[config.mk]
export PLATFORM = sky130hd
export DESIGN_NAME = wdlp_top
export DESIGN_NICKNAME = d
export VERILOG_FILES = /design/src/verilog/wdlp_pkg.sv /design/src/verilog/wdlp_top.sv /design/src/verilog/wdlp_wdog.sv
export VERILOG_INCLUDE_DIRS = /design/src /design/src/verilog
export SDC_FILE = /design/constraint.sdc
export NUM_CORES = 1
export LEC_CHECK = 0
export ABC_AREA = 1
export BUFFER_PORTS_ARGS = -buffer_cell sky130_fd_sc_hd__buf_2
export CAP_MARGIN = 20
export CORE_MARGIN = 4
export CORE_UTILIZATION = 56
export CTS_CLUSTER_DIAMETER = 50
export DETAILED_ROUTE_END_ITERATION = 7
export PLACE_DENSITY = 0.83
export SLEW_MARGIN = 25
export SYNTH_ARGS = -nofsm -noshare
export SYNTH_HDL_FRONTEND = slang
export SYNTH_HIERARCHICAL = 1
export SYNTH_SLANG_ARGS = --single-unit
[constraint.sdc]
create_clock -name mclk_in -period 3.9 [get_ports mclk_in]
set_input_delay 0.585 -clock mclk_in [delete_from_list [all_inputs] [get_ports mclk_in]]
set_output_delay 0.585 -clock mclk_in [all_outputs]
set_load 0.01 [all_outputs]
[src/verilog/wdlp_params.svh]
// offsets, field positions, reset values and timing counts
`ifndef WDLP_PARAMS_SVH
`define WDLP_PARAMS_SVH
// register byte offsets
`define WDLP_OFF_LPCTRL0   5'h00
`define WDLP_OFF_WAKESEL   5'h04
`define WDLP_OFF_WDCTRL    5'h08
`define WDLP_OFF_WDCOUNT   5'h0C
`define WDLP_OFF_WDKEY     5'h10
`define WDLP_OFF_STATUS    5'h14
`define WDLP_OFF_MASK      5'h18
`define WDLP_OFF_MODE      5'h1C
// field positions
`define WDLP_LPSEL_LSB     0
`define WDLP_QUAL_LSB      8
`define WDLP_WD_DIS_BIT    0
`define WDLP_NMI_EN_BIT    1
`define WDLP_STS_WD_BIT    0
`define WDLP_STS_WAKE_BIT  1
`define WDLP_WSEL_WD_BIT   0
`define WDLP_WSEL_IRQ1_BIT 1
`define WDLP_WSEL_NMI_BIT  2
// reset values
`define WDLP_LPSEL_RST     2'h0
`define WDLP_QUAL_RST      8'h01
`define WDLP_WAKESEL_RST   3'h0
`define WDLP_WDCTRL_RST    2'h0
`define WDLP_MASK_RST      2'h0
// service key values
`define WDLP_KEY_ARM       8'h55
`define WDLP_KEY_SERVE     8'hAA
// reset pulse width, 512 osc clocks
`define WDLP_RST_PULSE_CYC 10'h200
`define WDLP_RST_PULSE_LEN 11'h200
// axi responses
`define WDLP_RESP_OKAY     2'h0
`define WDLP_RESP_SLVERR   2'h2
`endif

[src/verilog/wdlp_pkg.sv]
// types shared by the watchdog and low-power blocks
package wdlp_pkg;
    typedef enum logic [4:0] {
        ST_RUN  = 5'h01,
        ST_IDLE = 5'h02,
        ST_STBY = 5'h04,
        ST_HALT = 5'h08,
        ST_WAKE = 5'h10
    } wdlp_state_e;

    typedef struct packed {
        logic osc_clock;
        logic core_clock;
        logic system_clock;
    } wdlp_clk_s;
endpackage : wdlp_pkg

[src/verilog/wdlp_top.sv]
// watchdog and low-power mode control with axi4-lite registers
// What this block does
// - 8-bit counter fires reset at maximum
// - key 0x55 then 0xAA clears counter
// - disabled watchdog never pulses reset
// - reset pulse lasts exactly 512 clocks
// - watchdog interrupt serves as wake timer
// - standby keeps watchdog running and waking
// - idle: watchdog interrupt reaches cpu
// - halt stops watchdog counting and events
// - select 00 idle, 01 standby, 1x halt
// - clock gating in standby and halt; idle keeps all clocks on
// - idle exits on reset, watchdog, irq, nmi
// - standby wakes on reset, debug request or selected sources
// - standby wakes qualified for programmed clocks
// - halt exits only on reset, nmi or debug request
// - wake must stay low until recognised
// - nmi to core has enable bit
// - low-power modes leave pins unchanged
// - debugger request exits any mode
`timescale 1ns/1ns
`include "wdlp_params.svh"
module wdlp_top #(
    parameter int ADDR_W = 5
) (
    // clock and reset
    input  wire logic              mclk_in,
    input  wire logic              rst_in,
    // axi4-lite write
    input  wire logic              awvalid_in,
    output logic                   awready_out,
    input  wire logic [ADDR_W-1:0] awaddr_in,
    input  wire logic              wvalid_in,
    output logic                   wready_out,
    input  wire logic [31:0]       wdata_in,
    input  wire logic [3:0]        wstrb_in,
    output logic                   bvalid_out,
    input  wire logic              bready_in,
    output logic      [1:0]        bresp_out,
    // axi4-lite read
    input  wire logic              arvalid_in,
    output logic                   arready_out,
    input  wire logic [ADDR_W-1:0] araddr_in,
    output logic                   rvalid_out,
    input  wire logic              rready_in,
    output logic      [31:0]       rdata_out,
    output logic      [1:0]        rresp_out,
    // cpu side
    input  wire logic              idle_exec_in,
    input  wire logic              enabled_irq_in,
    output logic                   cpu_resume_out,
    output logic                   nmi_to_core_out,
    // wake pins, active low
    input  wire logic              ext_reset_n_in,
    input  wire logic              ext_nmi_n_in,
    input  wire logic              external_irq_one_n_in,
    input  wire logic              debug_req_n_in,
    // outputs
    output logic                   watchdog_reset_n_out,
    output logic                   watchdog_wake_irq_out,
    output wdlp_pkg::wdlp_clk_s    clk_gate_out,
    output logic                   pin_hold_out,
    output logic                   irq_out
);
    import wdlp_pkg::*;

    if (ADDR_W < 5 || ADDR_W > 32) begin : g_chk
        $error("address width must be 5 to 32");
    end

    function automatic logic is_mapped(input logic [ADDR_W-1:0] a);
        return (a[1:0] == 2'h0) && ((a >> 5) == '0);
    endfunction : is_mapped

    function automatic wdlp_clk_s gate_of(input wdlp_state_e s);
        wdlp_clk_s g;
        g.osc_clock    = (s != ST_HALT);
        g.core_clock   = (s == ST_RUN) || (s == ST_WAKE) || (s == ST_IDLE);
        g.system_clock = g.core_clock;
        return g;
    endfunction : gate_of

    function automatic wdlp_state_e lp_target(input logic [1:0] sel);
        if (sel[1]) begin
            return ST_HALT;
        end else if (sel[0]) begin
            return ST_STBY;
        end
        return ST_IDLE;
    endfunction : lp_target

    // registers
    logic [1:0]        lpsel_q;
    logic [7:0]        qual_q;
    logic [2:0]        wakesel_q;
    logic [1:0]        wdctrl_q;
    logic [1:0]        sts_q;
    logic [1:0]        mask_q;
    // bus state
    logic              aw_hold_q;
    logic              w_hold_q;
    logic [ADDR_W-1:0] aw_addr_q;
    logic [31:0]       w_data_q;
    logic [3:0]        w_strb_q;
    logic              do_write;
    logic              rd_take;
    logic [31:0]       rd_word;
    // pins, mode and watchdog
    logic [3:0]        sync1_q;
    logic [3:0]        sync2_q;
    logic [3:0]        pin_low;
    wdlp_state_e       state_q;
    wdlp_state_e       state_d;
    logic [7:0]        qual_cnt_q;
    logic [7:0]        qual_len;
    logic              sel_low;
    logic              qual_ok;
    logic              hard_wake;
    logic              nmi_ok;
    logic [7:0]        wd_count;
    logic              wd_evt;
    logic              wd_key_we;
    logic              wd_rst_n;

    // write channel: one write in flight, aw and w in either order
    assign do_write = aw_hold_q && w_hold_q && !bvalid_out;

    always_ff @(posedge mclk_in or posedge rst_in) begin
        if (rst_in) begin
            awready_out <= 1'b1;
            wready_out  <= 1'b1;
            aw_hold_q   <= 1'b0;
            w_hold_q    <= 1'b0;
            aw_addr_q   <= '0;
            w_data_q    <= 32'h0000_0000;
            w_strb_q    <= 4'h0;
            bvalid_out  <= 1'b0;
            bresp_out   <= `WDLP_RESP_OKAY;
        end else begin
            if (awvalid_in && awready_out) begin
                aw_hold_q   <= 1'b1;
                awready_out <= 1'b0;
                aw_addr_q   <= awaddr_in;
            end
            if (wvalid_in && wready_out) begin
                w_hold_q   <= 1'b1;
                wready_out <= 1'b0;
                w_data_q   <= wdata_in;
                w_strb_q   <= wstrb_in;
            end
            if (do_write) begin
                aw_hold_q  <= 1'b0;
                w_hold_q   <= 1'b0;
                bvalid_out <= 1'b1;
                bresp_out  <= is_mapped(aw_addr_q) ? `WDLP_RESP_OKAY
                                                   : `WDLP_RESP_SLVERR;
            end
            if (bvalid_out && bready_in) begin
                bvalid_out  <= 1'b0;
                awready_out <= 1'b1;
                wready_out  <= 1'b1;
            end
        end
    end

    // control registers, byte lanes 0 and 1 only
    always_ff @(posedge mclk_in or posedge rst_in) begin
        if (rst_in) begin
            lpsel_q   <= `WDLP_LPSEL_RST;
            qual_q    <= `WDLP_QUAL_RST;
            wakesel_q <= `WDLP_WAKESEL_RST;
            wdctrl_q  <= `WDLP_WDCTRL_RST;
            mask_q    <= `WDLP_MASK_RST;
        end else if (do_write && is_mapped(aw_addr_q)) begin
            unique case (aw_addr_q[4:0])
                `WDLP_OFF_LPCTRL0: begin
                    if (w_strb_q[0]) begin
                        lpsel_q <= w_data_q[`WDLP_LPSEL_LSB +: 2];
                    end
                    if (w_strb_q[1]) begin
                        qual_q <= w_data_q[`WDLP_QUAL_LSB +: 8];
                    end
                end
                `WDLP_OFF_WAKESEL: begin
                    if (w_strb_q[0]) begin
                        wakesel_q <= w_data_q[2:0];
                    end
                end
                `WDLP_OFF_WDCTRL: begin
                    if (w_strb_q[0]) begin
                        wdctrl_q <= w_data_q[1:0];
                    end
                end
                `WDLP_OFF_MASK: begin
                    if (w_strb_q[0]) begin
                        mask_q <= w_data_q[1:0];
                    end
                end
                default: begin
                end
            endcase
        end
    end

    assign wd_key_we = do_write && w_strb_q[0] && is_mapped(aw_addr_q)
                       && (aw_addr_q[4:0] == `WDLP_OFF_WDKEY);

    // read channel
    assign rd_take = arvalid_in && arready_out;

    always_comb begin
        rd_word = 32'h0000_0000;
        unique case (araddr_in[4:0])
            `WDLP_OFF_LPCTRL0: begin
                rd_word[`WDLP_LPSEL_LSB +: 2] = lpsel_q;
                rd_word[`WDLP_QUAL_LSB +: 8]  = qual_q;
            end
            `WDLP_OFF_WAKESEL: rd_word[2:0] = wakesel_q;
            `WDLP_OFF_WDCTRL:  rd_word[1:0] = wdctrl_q;
            `WDLP_OFF_WDCOUNT: rd_word[7:0] = wd_count;
            `WDLP_OFF_STATUS:  rd_word[1:0] = sts_q;
            `WDLP_OFF_MASK:    rd_word[1:0] = mask_q;
            `WDLP_OFF_MODE:    rd_word[4:0] = state_q;
            default:           rd_word      = 32'h0000_0000;
        endcase
        if (!is_mapped(araddr_in)) begin
            rd_word = 32'h0000_0000;
        end
    end

    always_ff @(posedge mclk_in or posedge rst_in) begin
        if (rst_in) begin
            arready_out <= 1'b1;
            rvalid_out  <= 1'b0;
            rdata_out   <= 32'h0000_0000;
            rresp_out   <= `WDLP_RESP_OKAY;
        end else begin
            if (rd_take) begin
                arready_out <= 1'b0;
                rvalid_out  <= 1'b1;
                rdata_out   <= rd_word;
                rresp_out   <= is_mapped(araddr_in) ? `WDLP_RESP_OKAY
                                                    : `WDLP_RESP_SLVERR;
            end
            if (rvalid_out && rready_in) begin
                rvalid_out  <= 1'b0;
                arready_out <= 1'b1;
            end
        end
    end

    // sticky status, cleared by read; a new event wins over the clear
    always_ff @(posedge mclk_in or posedge rst_in) begin
        if (rst_in) begin
            sts_q   <= 2'h0;
            irq_out <= 1'b0;
        end else begin
            sts_q <= ((rd_take && is_mapped(araddr_in)
                       && araddr_in[4:0] == `WDLP_OFF_STATUS) ? 2'h0 : sts_q)
                     | {(state_q == ST_WAKE), wd_evt};
            irq_out <= |(sts_q & mask_q);
        end
    end

    // pins are asynchronous: two flops, reset to inactive high
    always_ff @(posedge mclk_in or posedge rst_in) begin
        if (rst_in) begin
            sync1_q <= 4'hF;
            sync2_q <= 4'hF;
        end else begin
            sync1_q <= {debug_req_n_in, external_irq_one_n_in,
                        ext_nmi_n_in, ext_reset_n_in};
            sync2_q <= sync1_q;
        end
    end
    assign pin_low = ~sync2_q;

    wdlp_wdog #(
        .CNT_W       (8)
    ) u_wdog (
        .clk_in      (mclk_in),
        .rst_in      (rst_in),
        .run_in      (state_q != ST_HALT),
        .disable_in  (wdctrl_q[`WDLP_WD_DIS_BIT]),
        .key_we_in   (wd_key_we),
        .key_data_in (w_data_q[7:0]),
        .count_out   (wd_count),
        .event_out   (wd_evt),
        .reset_n_out (wd_rst_n)
    );

    assign hard_wake = pin_low[0] || pin_low[3];
    assign nmi_ok    = pin_low[1] && wdctrl_q[`WDLP_NMI_EN_BIT];
    assign sel_low   = |(wakesel_q & {pin_low[1], pin_low[2],
                                      sts_q[`WDLP_STS_WD_BIT]});
    assign qual_len  = (qual_q == 8'h00) ? 8'h01 : qual_q;
    assign qual_ok   = sel_low
                       && ({1'b0, qual_cnt_q} + 9'h001 >= {1'b0, qual_len});

    always_ff @(posedge mclk_in or posedge rst_in) begin
        if (rst_in) begin
            qual_cnt_q <= 8'h00;
        end else if (state_q == ST_STBY && sel_low) begin
            qual_cnt_q <= (qual_cnt_q == 8'hFF) ? qual_cnt_q
                                                : qual_cnt_q + 8'h01;
        end else begin
            qual_cnt_q <= 8'h00;
        end
    end

    always_comb begin
        state_d = state_q;
        unique case (state_q)
            ST_RUN: begin
                if (idle_exec_in) begin
                    state_d = lp_target(lpsel_q);
                end
            end
            ST_IDLE: begin
                if (hard_wake || wd_evt || enabled_irq_in || nmi_ok) begin
                    state_d = ST_WAKE;
                end
            end
            ST_STBY: begin
                if (hard_wake || qual_ok) begin
                    state_d = ST_WAKE;
                end
            end
            ST_HALT: begin
                if (hard_wake || pin_low[1]) begin
                    state_d = ST_WAKE;
                end
            end
            ST_WAKE: state_d = ST_RUN;
        endcase
    end

    always_ff @(posedge mclk_in or posedge rst_in) begin
        if (rst_in) begin
            state_q               <= ST_RUN;
            clk_gate_out          <= 3'h7;
            pin_hold_out          <= 1'b0;
            cpu_resume_out        <= 1'b0;
            nmi_to_core_out       <= 1'b0;
            watchdog_wake_irq_out <= 1'b0;
            watchdog_reset_n_out  <= 1'b1;
        end else begin
            state_q               <= state_d;
            clk_gate_out          <= gate_of(state_d);
            pin_hold_out          <= (state_d != ST_RUN)
                                     && (state_d != ST_WAKE);
            cpu_resume_out        <= (state_q == ST_WAKE);
            nmi_to_core_out       <= nmi_ok;
            watchdog_wake_irq_out <= wd_evt;
            watchdog_reset_n_out  <= wd_rst_n;
        end
    end

    property p_halt_still;
        @(posedge mclk_in) disable iff (rst_in)
        (state_q == ST_HALT && $past(state_q) == ST_HALT)
            |-> $stable(wd_count) && !wd_evt;
    endproperty
    a_halt_still: assert property (p_halt_still)
        else $error("watchdog active in halt");

    property p_stby_gate;
        @(posedge mclk_in) disable iff (rst_in)
        (state_q == ST_STBY) |-> clk_gate_out == 3'h4;
    endproperty
    a_stby_gate: assert property (p_stby_gate)
        else $error("standby clock gating wrong");

    property p_halt_gate;
        @(posedge mclk_in) disable iff (rst_in)
        (state_q == ST_HALT) |-> clk_gate_out == 3'h0;
    endproperty
    a_halt_gate: assert property (p_halt_gate)
        else $error("halt clock gating wrong");

    property p_halt_exit;
        @(posedge mclk_in) disable iff (rst_in)
        (state_q == ST_HALT && sync2_q == 4'hF) |=> (state_q == ST_HALT);
    endproperty
    a_halt_exit: assert property (p_halt_exit)
        else $error("halt left without reset or nmi");

    property p_stby_hold;
        @(posedge mclk_in) disable iff (rst_in)
        (state_q == ST_STBY && !hard_wake && !sel_low)
            |=> (state_q == ST_STBY);
    endproperty
    a_stby_hold: assert property (p_stby_hold)
        else $error("standby left without held wake");

    property p_stby_qual;
        @(posedge mclk_in) disable iff (rst_in)
        (state_q == ST_STBY && !hard_wake && qual_ok)
            |=> (state_q == ST_WAKE) ##1 (cpu_resume_out && state_q == ST_RUN);
    endproperty
    a_stby_qual: assert property (p_stby_qual)
        else $error("qualified wake not taken");

    property p_idle_wd;
        @(posedge mclk_in) disable iff (rst_in)
        (state_q == ST_IDLE && wd_evt) |=> (state_q == ST_WAKE);
    endproperty
    a_idle_wd: assert property (p_idle_wd)
        else $error("watchdog did not end idle");

    property p_nmi_gate;
        @(posedge mclk_in) disable iff (rst_in)
        !wdctrl_q[`WDLP_NMI_EN_BIT] |=> !nmi_to_core_out;
    endproperty
    a_nmi_gate: assert property (p_nmi_gate)
        else $error("nmi passed while disabled");
endmodule : wdlp_top

[src/verilog/wdlp_wdog.sv]
// 8-bit watchdog counter, key service and reset pulse
`timescale 1ns/1ns
`include "wdlp_params.svh"
module wdlp_wdog #(
    parameter int CNT_W = 8
) (
    // clock and reset
    input  wire logic             clk_in,
    input  wire logic             rst_in,
    // control
    input  wire logic             run_in,
    input  wire logic             disable_in,
    input  wire logic             key_we_in,
    input  wire logic [7:0]       key_data_in,
    // status and outputs
    output logic      [CNT_W-1:0] count_out,
    output logic                  event_out,
    output logic                  reset_n_out
);
    import wdlp_pkg::*;

    localparam logic [CNT_W-1:0] CNT_MAX = '1;

    logic [9:0]  pulse_q;
    logic        armed_q;
    logic [10:0] low_len_q;
    logic        fire;
    logic        key_ok;

    if (CNT_W < 2) begin : g_chk
        $error("watchdog counter too narrow");
    end

    // disable blocks firing
    // no new fire while a pulse runs, so the pulse is never stretched
    assign fire   = run_in && !disable_in && (pulse_q == 10'h000)
                    && (count_out == CNT_MAX);
    assign key_ok = key_we_in && armed_q
                    && (key_data_in == `WDLP_KEY_SERVE);

    always_ff @(posedge clk_in or posedge rst_in) begin
        if (rst_in) begin
            armed_q <= 1'b0;
        end else if (key_we_in) begin
            armed_q <= (key_data_in == `WDLP_KEY_ARM);
        end
    end

    always_ff @(posedge clk_in or posedge rst_in) begin
        if (rst_in) begin
            count_out <= '0;
        end else if (key_ok || fire || (pulse_q != 10'h000)) begin
            count_out <= '0;
        end else if (run_in && !disable_in) begin
            count_out <= count_out + CNT_W'(1);
        end
    end

    always_ff @(posedge clk_in or posedge rst_in) begin
        if (rst_in) begin
            pulse_q     <= 10'h000;
            reset_n_out <= 1'b1;
            event_out   <= 1'b0;
        end else begin
            if (fire) begin
                pulse_q <= `WDLP_RST_PULSE_CYC;
            end else if (pulse_q != 10'h000) begin
                pulse_q <= pulse_q - 10'h001;
            end
            reset_n_out <= !(fire || (pulse_q > 10'h001));
            event_out   <= fire;
        end
    end

    always_ff @(posedge clk_in or posedge rst_in) begin
        if (rst_in) begin
            low_len_q <= 11'h000;
        end else if (!reset_n_out) begin
            low_len_q <= low_len_q + 11'h001;
        end else begin
            low_len_q <= 11'h000;
        end
    end

    property p_fire;
        @(posedge clk_in) disable iff (rst_in)
        fire |=> (!reset_n_out && event_out) ##1 (!reset_n_out [*8]);
    endproperty
    a_fire: assert property (p_fire)
        else $error("no reset pulse at maximum count");

    property p_key;
        @(posedge clk_in) disable iff (rst_in)
        (key_we_in && armed_q && key_data_in == `WDLP_KEY_SERVE)
            |=> (count_out == '0);
    endproperty
    a_key: assert property (p_key)
        else $error("key sequence did not clear counter");

    property p_off;
        @(posedge clk_in) disable iff (rst_in)
        (disable_in && reset_n_out) |=> reset_n_out;
    endproperty
    a_off: assert property (p_off)
        else $error("reset pulse while disabled");

    property p_len;
        @(posedge clk_in) disable iff (rst_in)
        $rose(reset_n_out) |-> (low_len_q == `WDLP_RST_PULSE_LEN);
    endproperty
    a_len: assert property (p_len)
        else $error("reset pulse not 512 cycles");
endmodule : wdlp_wdog

Yosys cells after proc, flatten, opt, wreduce, memory -nomap -nowiden. Index checks and enable logic that the tools add are counted.

Output and inout bits: 50. Word-level logic and storage cells: 173. Flip-flop bits (word level): 135. Bits of input ports: 59.

Eq/ne operators: 27. Reductions and logical operators: 58. Muxes and demuxes: 42. $lt $le $gt $ge: 2. Bitwise operators: 4. $add $sub $neg: 4.

Operator list (number): $mux 8 (6); $eq 5x5->1 const B (7); $mux 5 (7); $pmux 5 s5 (1); $eq 8x8->1 const B (3); $logic_and 1x1->1 (22); $eq 5x4->1 const B (4); $mux 10 (2); $mux 1 (18); $add 8x1->8 const B (2); $mux 16 (1); $reduce_bool 2->1 (8); $eq 5x3->1 const B (3); $reduce_and 3->1 (5); $pmux 2 s7 (1); $logic_or 1x1->1 (11); $eq 5x1->1 const B (2); $eq 5x2->1 const B (2); $gt 10x1->1 const B (1); $logic_not 10->1 (1); $logic_not 5->1 (2); $ne 5x4->1 const B (2); $reduce_bool 10->1 (1); $sub 10x1->10 const B (1); other kinds (19) (24).

Longest topological paths before layout.
Depth after elaboration: 10. Mapped depth: 20. Gate-level depth less buffers: 20.

Hierarchy. Netlist, hierarchy kept.

By module, submodules not included: wdlp_top (cells each 503, area each 4454.3 um^2, instances 1, sequential area each 2422.3 um^2); wdlp_wdog (cells each 162, area each 1286.2 um^2, instances 1, sequential area each 526.8 um^2).

Least setup slack after synthesis. Ideal clock, no wire load.

Path kind: flip-flop to flip-flop. Start: register qual_cnt_q[0]. End: register clk_gate_out[0] (netlist bit). Cell stages (with the launch flop): 21. Setup slack: 1769 ps. Arrival time: 2057 ps. Period minus slack after synthesis: 2131 ps. Buffers on the path: 0. Library setup time: 74 ps. Required time: 3826 ps. Cells stage by stage: dfrtp_1 ha_1 nand3_2 xor2_1 ha_1 nand2_1 inv_1 nand2_1 nand3_1 nand2_1 nand2_1 nand2_1 nand2_2 nand2_2 nand2_2 nand2_2 nand2_1 nand2_1 nand2_1 nand2_2 nand2_2.

Cells in the longest elaborated chain, start to end: 9. Elaborated cells on any way between the ends: 11. Those cells by class: 1 x add/sub; 1 x order compare; 3 x eq/ne; 2 x mux; 4 x reduce/logical.

Ends and longest elaborated chain: start, declared (line wdlp_top.sv:114) `logic [7:0] qual_cnt_q;`; start signal, assigned (line wdlp_top.sv:304) `qual_cnt_q <= (qual_cnt_q == 8'hFF) ? qual_cnt_q`; $add 8x1->9 (*) (line wdlp_top.sv:298) `&& ({1'b0, qual_cnt_q} + 9'h001 >= {1'b0, qual_len});`; $ge 9x8->1 (*) (line wdlp_top.sv:298); $logic_and 1x1->1 (*) (line wdlp_top.sv:298); $logic_or 1x1->1 (*) (line wdlp_top.sv:325) `if (hard_wake || qual_ok) begin`; $mux 5 (*) (line wdlp_top.sv:325); $pmux 5 s5 (*) (line wdlp_top.sv:313) `unique case (state_q)`; $eq 5x1->1 / $eq 5x5->1 (equally long branches) (line wdlp_top.sv:78) `g.core_clock = (s == ST_RUN) || (s == ST_WAKE) || (s == ST_IDLE);`; $logic_or 1x1->1 (line wdlp_top.sv:78); $logic_or 1x1->1 (*) (line wdlp_top.sv:78); end signal, assigned (line wdlp_top.sv:349) `clk_gate_out <= gate_of(state_d);`; end, declared (line wdlp_top.sv:61) `output wdlp_pkg::wdlp_clk_s clk_gate_out,`.

Mark *: on every way between the ends. The rest lies on a longest branch, timed or not. A chain may end at the register's enable or synchronous reset.

Worst setup path after layout.
Start: register qual_cnt_q[0]. End: register clk_gate_out[0] (netlist bit).

Cells in the longest elaborated chain, start to end: 9. Elaborated cells on any way between the ends: 11. Those cells by class: 1 x add/sub; 1 x order compare; 3 x eq/ne; 2 x mux; 4 x reduce/logical.

Ends and longest elaborated chain: $add 8x1->9 (*) (line wdlp_top.sv:298); $ge 9x8->1 (*) (line wdlp_top.sv:298); $logic_and 1x1->1 (*) (line wdlp_top.sv:298); $logic_or 1x1->1 (*) (line wdlp_top.sv:325); $mux 5 (*) (line wdlp_top.sv:325); $pmux 5 s5 (*) (line wdlp_top.sv:313); named net state_d[2] (line wdlp_top.sv:113) `wdlp_state_e state_d;`; $eq 5x1->1 / $eq 5x5->1 (equally long branches) (line wdlp_top.sv:78); $logic_or 1x1->1 (line wdlp_top.sv:78); $logic_or 1x1->1 (*) (line wdlp_top.sv:78).

Mark *: on every way through the listed nets, which the timed path passes. The rest lies on a longest branch.

==> impl_metrics.csv <==
group,metric,value,unit
status,status,"finished, final reports clean",
clocking,ctsResizeCount,0,
clocking,h-tree-depth,4,
synthesis,synth.most_common_cell,"nand2_1",
pwr,peakVddDrop,0.2988,mV
sta,min_period_over_period,0.6233,
worst_hold_path,holdPathStages,1,
clocking,clockBufferDepth,2,
clocking,insertion_delay,0.52,ns
drt,wl,12230,um
global_routing,grt_util_all_layers,0.2278,
worst_setup_path,cp.required,4.36,ns
synthesis,syn-cell-area,5741,um^2
sta,finalSetupViolations,0,
layout,final_util,0.6882,
worst_setup_path,worst-path-max-fanout,5,
worst_hold_path,worstHoldEndpoint,"sync1_q[3]$_DFF_PP1_",
layout,nFillCells,768,
drt,ant_nets,0,
global_routing,grt_pass1_vias,4657,
layout,nNetsFinal,819,
synthesis,synthArstFlopShare,1.000,
worst_setup_path,rr_startpoint,"qual_cnt_q[0]$_DFFE_PP0P_",
worst_setup_path,r2r_setup_slack,1.47,ns
sta,maxSlewHeadroom,0.3867,
worst_setup_path,startpoint_type,"flop",
layout,diodes,0,
drt,vias,4581,
worst_setup_path,worstReg2RegEnd,"clk_gate_out[0]$_DFF_PP1_",
worst_setup_path,endpoint_kind,"flop",
synthesis,avgSynthCellArea,8.632,um^2
worst_setup_path,critPathKind,"reg2reg",
global_routing,grt_pass1_wl,21050,um
floorplan,die_area,11930,um^2
synthesis,synth_cells,665,
drt,route.detailed.drc,0,
synthesis,yosysSeqAreaShare,0.5137,
clocking,tritoncts,"built",
sta,rsz0062_at_grt,"no",
clocking,cts_setup_buffers,0,
floorplan,die_h,109.2,um
sta,finalHoldViolCount,0,
layout,area_growth,18.27,%
drt,drt_iter0_drc,255,
sta,fmax,411.4,MHz
flow_run,max_cap_viol_count,0,
synthesis,synth_top_area_frac,0.4359,
placement,io_buffer_count,72,
synthesis,yosysTopAreaCell,"dfrtp_1",
worst_setup_path,worst_ep_arrival_time,2.89,ns
clocking,cts.sinks,117,
drt,drtPass1Iterations,5,
clocking,cts_inserted_buffers,17,
floorplan,ioPinCount,109,
synthesis,ys_ff_latch,117,
layout,drive_gt1_frac,0.2326,
worst_setup_path,cp_slowest_cell,"dfrtp_1",
worst_hold_path,hold_start,"debug_req_n_in",
sta,fin_skew,0.009713,ns
floorplan,fp.dieW,109.2,um
worst_setup_path,max_stage_delay,0.42,ns
clocking,cts-hold-fix-buffers,0,
placement,hpwl,8835,um
floorplan,core_area,9864,um^2
drt,routed_via_density,5.124,
synthesis,yosys-top-cells-count,"nand2_1, dfrtp_1, inv_1",
drt,drt-wirelength-per-cell,13.68,um
synthesis,yosys_most_used_dff,"dfrtp_1",
synthesis,yosysWarnings,6,
synthesis,synth.distinct_cells,44,
global_routing,grt_overflow,0,
sta,slew_viol_final,0,
worst_hold_path,worstHoldPathType,"in2reg",
sta,tightest_slew,0.9178,ns
floorplan,rows,36,
worst_setup_path,path_cells,"ha_1 > nand3_2 > xor2_1 > ha_1 > nand2_1 > nor2_1 > nand2_1 > nand3_1 > nand2_1 > nand2_1 > nand2_1 > nand2_2 > nand2_2 > nand3_1 > nand2_1 > nor3_2 > nand2_1 > nand2_2",
floorplan,start_util,0.5819,
worst_setup_path,rr_worst_depth,18,
clocking,cts-root-buf,"clkbuf_8",
pwr,leakage,0.003486,uW
synthesis,synth_edf_count,0,
placement,place.gp.congestion,0.8617,
pwr,p_per_area,690.8,nW/um^2
worst_setup_path,crit_top_cell,"nand2_1",
clocking,clkTransAtPathRegs,0.06,ns
global_routing,grt_max_degree,50,
synthesis,synth_area_leaders,"dfrtp_1, nand2_1, dfstp_2, inv_1, o21ai_0",
sta,tns,0,ns
global_routing,grt_antenna_before_repair,0,
sta,period_needed,2.431,ns
==> flip-flops by register name, summed over array words and instances (netlist names), 3 cells and up <==
| register | cells |
|---|---|
| state_q | 5 |
| rdata_out | 16 |
| u_wdog/pulse_q | 10 |
| sync1_q | 4 |
| wakesel_q | 3 |
| sync2_q | 4 |
| u_wdog/count_out | 8 |
| qual_cnt_q | 8 |
| w_data_q | 16 |
| aw_addr_q | 5 |
| qual_q | 8 |
==> through the flow <==
stage | hold WS, ns | total power [uW] | setup slack [ns] | cell area [um^2] | std cells
after floorplan | 0.3452 | 2788 | 0.8361 | 5804 | 682
after global placement | 0.3460 | 3048 | 1.557 | 6183 | 862
after detailed placement | 0.3476 | 3117 | 1.508 | 6183 | 862
after CTS | 0.1444 | 4723 | 1.464 | 6789 | 894
after global routing | 0.1446 | 5019 | 1.211 | 6789 | 894
final | 0.1621 | 4690 | 1.469 | 6789 | 894
==> cells in the final DEF (no fill, tap or decap), types with 2 or more instances in the layout <==
master      netlist  routed
clkinv_4          0       4
o221ai_1          2       2
nor3_1           11      11
nor3_4            2       2
nand3b_1          3       3
o21ai_1           4       4
nand2_4           4       4
clkbuf_8          0       2
xnor2_1           2       2
inv_6             0       2
dfstp_2          17      17
dfrtp_1         100     100
bufinv_16         0       3
buf_2             0      72
nand3_2           3       3
nor4_1            3       3
o31ai_1           7       7
nor2_4            4       4
clkinvlp_4        0       4
nand3_1          22      22
xor2_1           10      10
o22ai_1           5       5
inv_1            88      87
nand4_2           2       2
a21oi_1           6       6
nand4_1           9       9
nand2_2           8       8
clkbuf_16         0      16
nand2_1         186     186
inv_2             9       9
o21ai_0          52      52
nor2_1           39      39
clkinv_2          0       2
ha_1             12      12
conb_1            1      18
nor2_2           14      14
==> final cells by class <==
class,instances,area (um^2),area share
Sequential cell,117,2949,0.4344
Timing Repair Buffer,73,380.4,0.05603
Multi-Input combinational cell,441,2316,0.3411
Tap cell,133,166.4,0.02451
Inverter,98,371.6,0.05474
Clock inverter,14,177.7,0.02617
Clock buffer,18,427.9,0.06303
==> power by group <==
group          internal (uW)  leakage (uW)  switching [uW]
clock network            995      0.000284             570
logic                    470       0.00171             846
registers               1570       0.00149             243
total                   3030       0.00349            1660
==> kinds of logic (layout without fill, tap and decap cells) <==
logic type	Yosys count	in the layout	synth area share
xor gates and xnor gates	12	12	0.01831
other	1	18	0.0006533
DFF	117	117	0.5137
AOI/OAI and AO/OA	82	82	0.08108
and+or+nand+nor	317	317	0.2661
adders and majority gates	12	12	0.02615
buffers and inverters	124	203	0.09394
==> metal layers <==
metal  vias up  routed length (um)  global-route usage
li1       2251                   -                   -
met1      2149                5304              0.2952
met2       150                5878              0.3684
met3        31                 751             0.05151
met4         0                 300             0.09973
met5         -                   0                   0
==> critical path: cells and delay by family (launching register included) <==
family                   cells  cell delay, ns
XOR/XNOR                     1            0.18
adder cells (fa/ha/maj)      2            0.53
flip-flops                   1            0.42
AND/OR/NAND/NOR             15            1.23
==> worst max-delay path by stage <==
stage / startpoint / end / slack [ns] / cells past startpoint
after detailed placement: qual_cnt_q[0]$_DFFE_PP0P_ / clk_gate_out[0]$_DFF_PP1_ / 1.51 / 18
after global placement: qual_cnt_q[0]$_DFFE_PP0P_ / clk_gate_out[0]$_DFF_PP1_ / 1.56 / 20
after global routing: qual_cnt_q[0]$_DFFE_PP0P_ / clk_gate_out[0]$_DFF_PP1_ / 1.21 / 18
after CTS: qual_cnt_q[0]$_DFFE_PP0P_ / clk_gate_out[0]$_DFF_PP1_ / 1.46 / 18
final: qual_cnt_q[0]$_DFFE_PP0P_ / clk_gate_out[0]$_DFF_PP1_ / 1.47 / 18
after floorplan: rst_in / aw_addr_q[0]$_DFFE_PP0P_ / 0.84 / 1
Power figures use the tool's default switching activity.
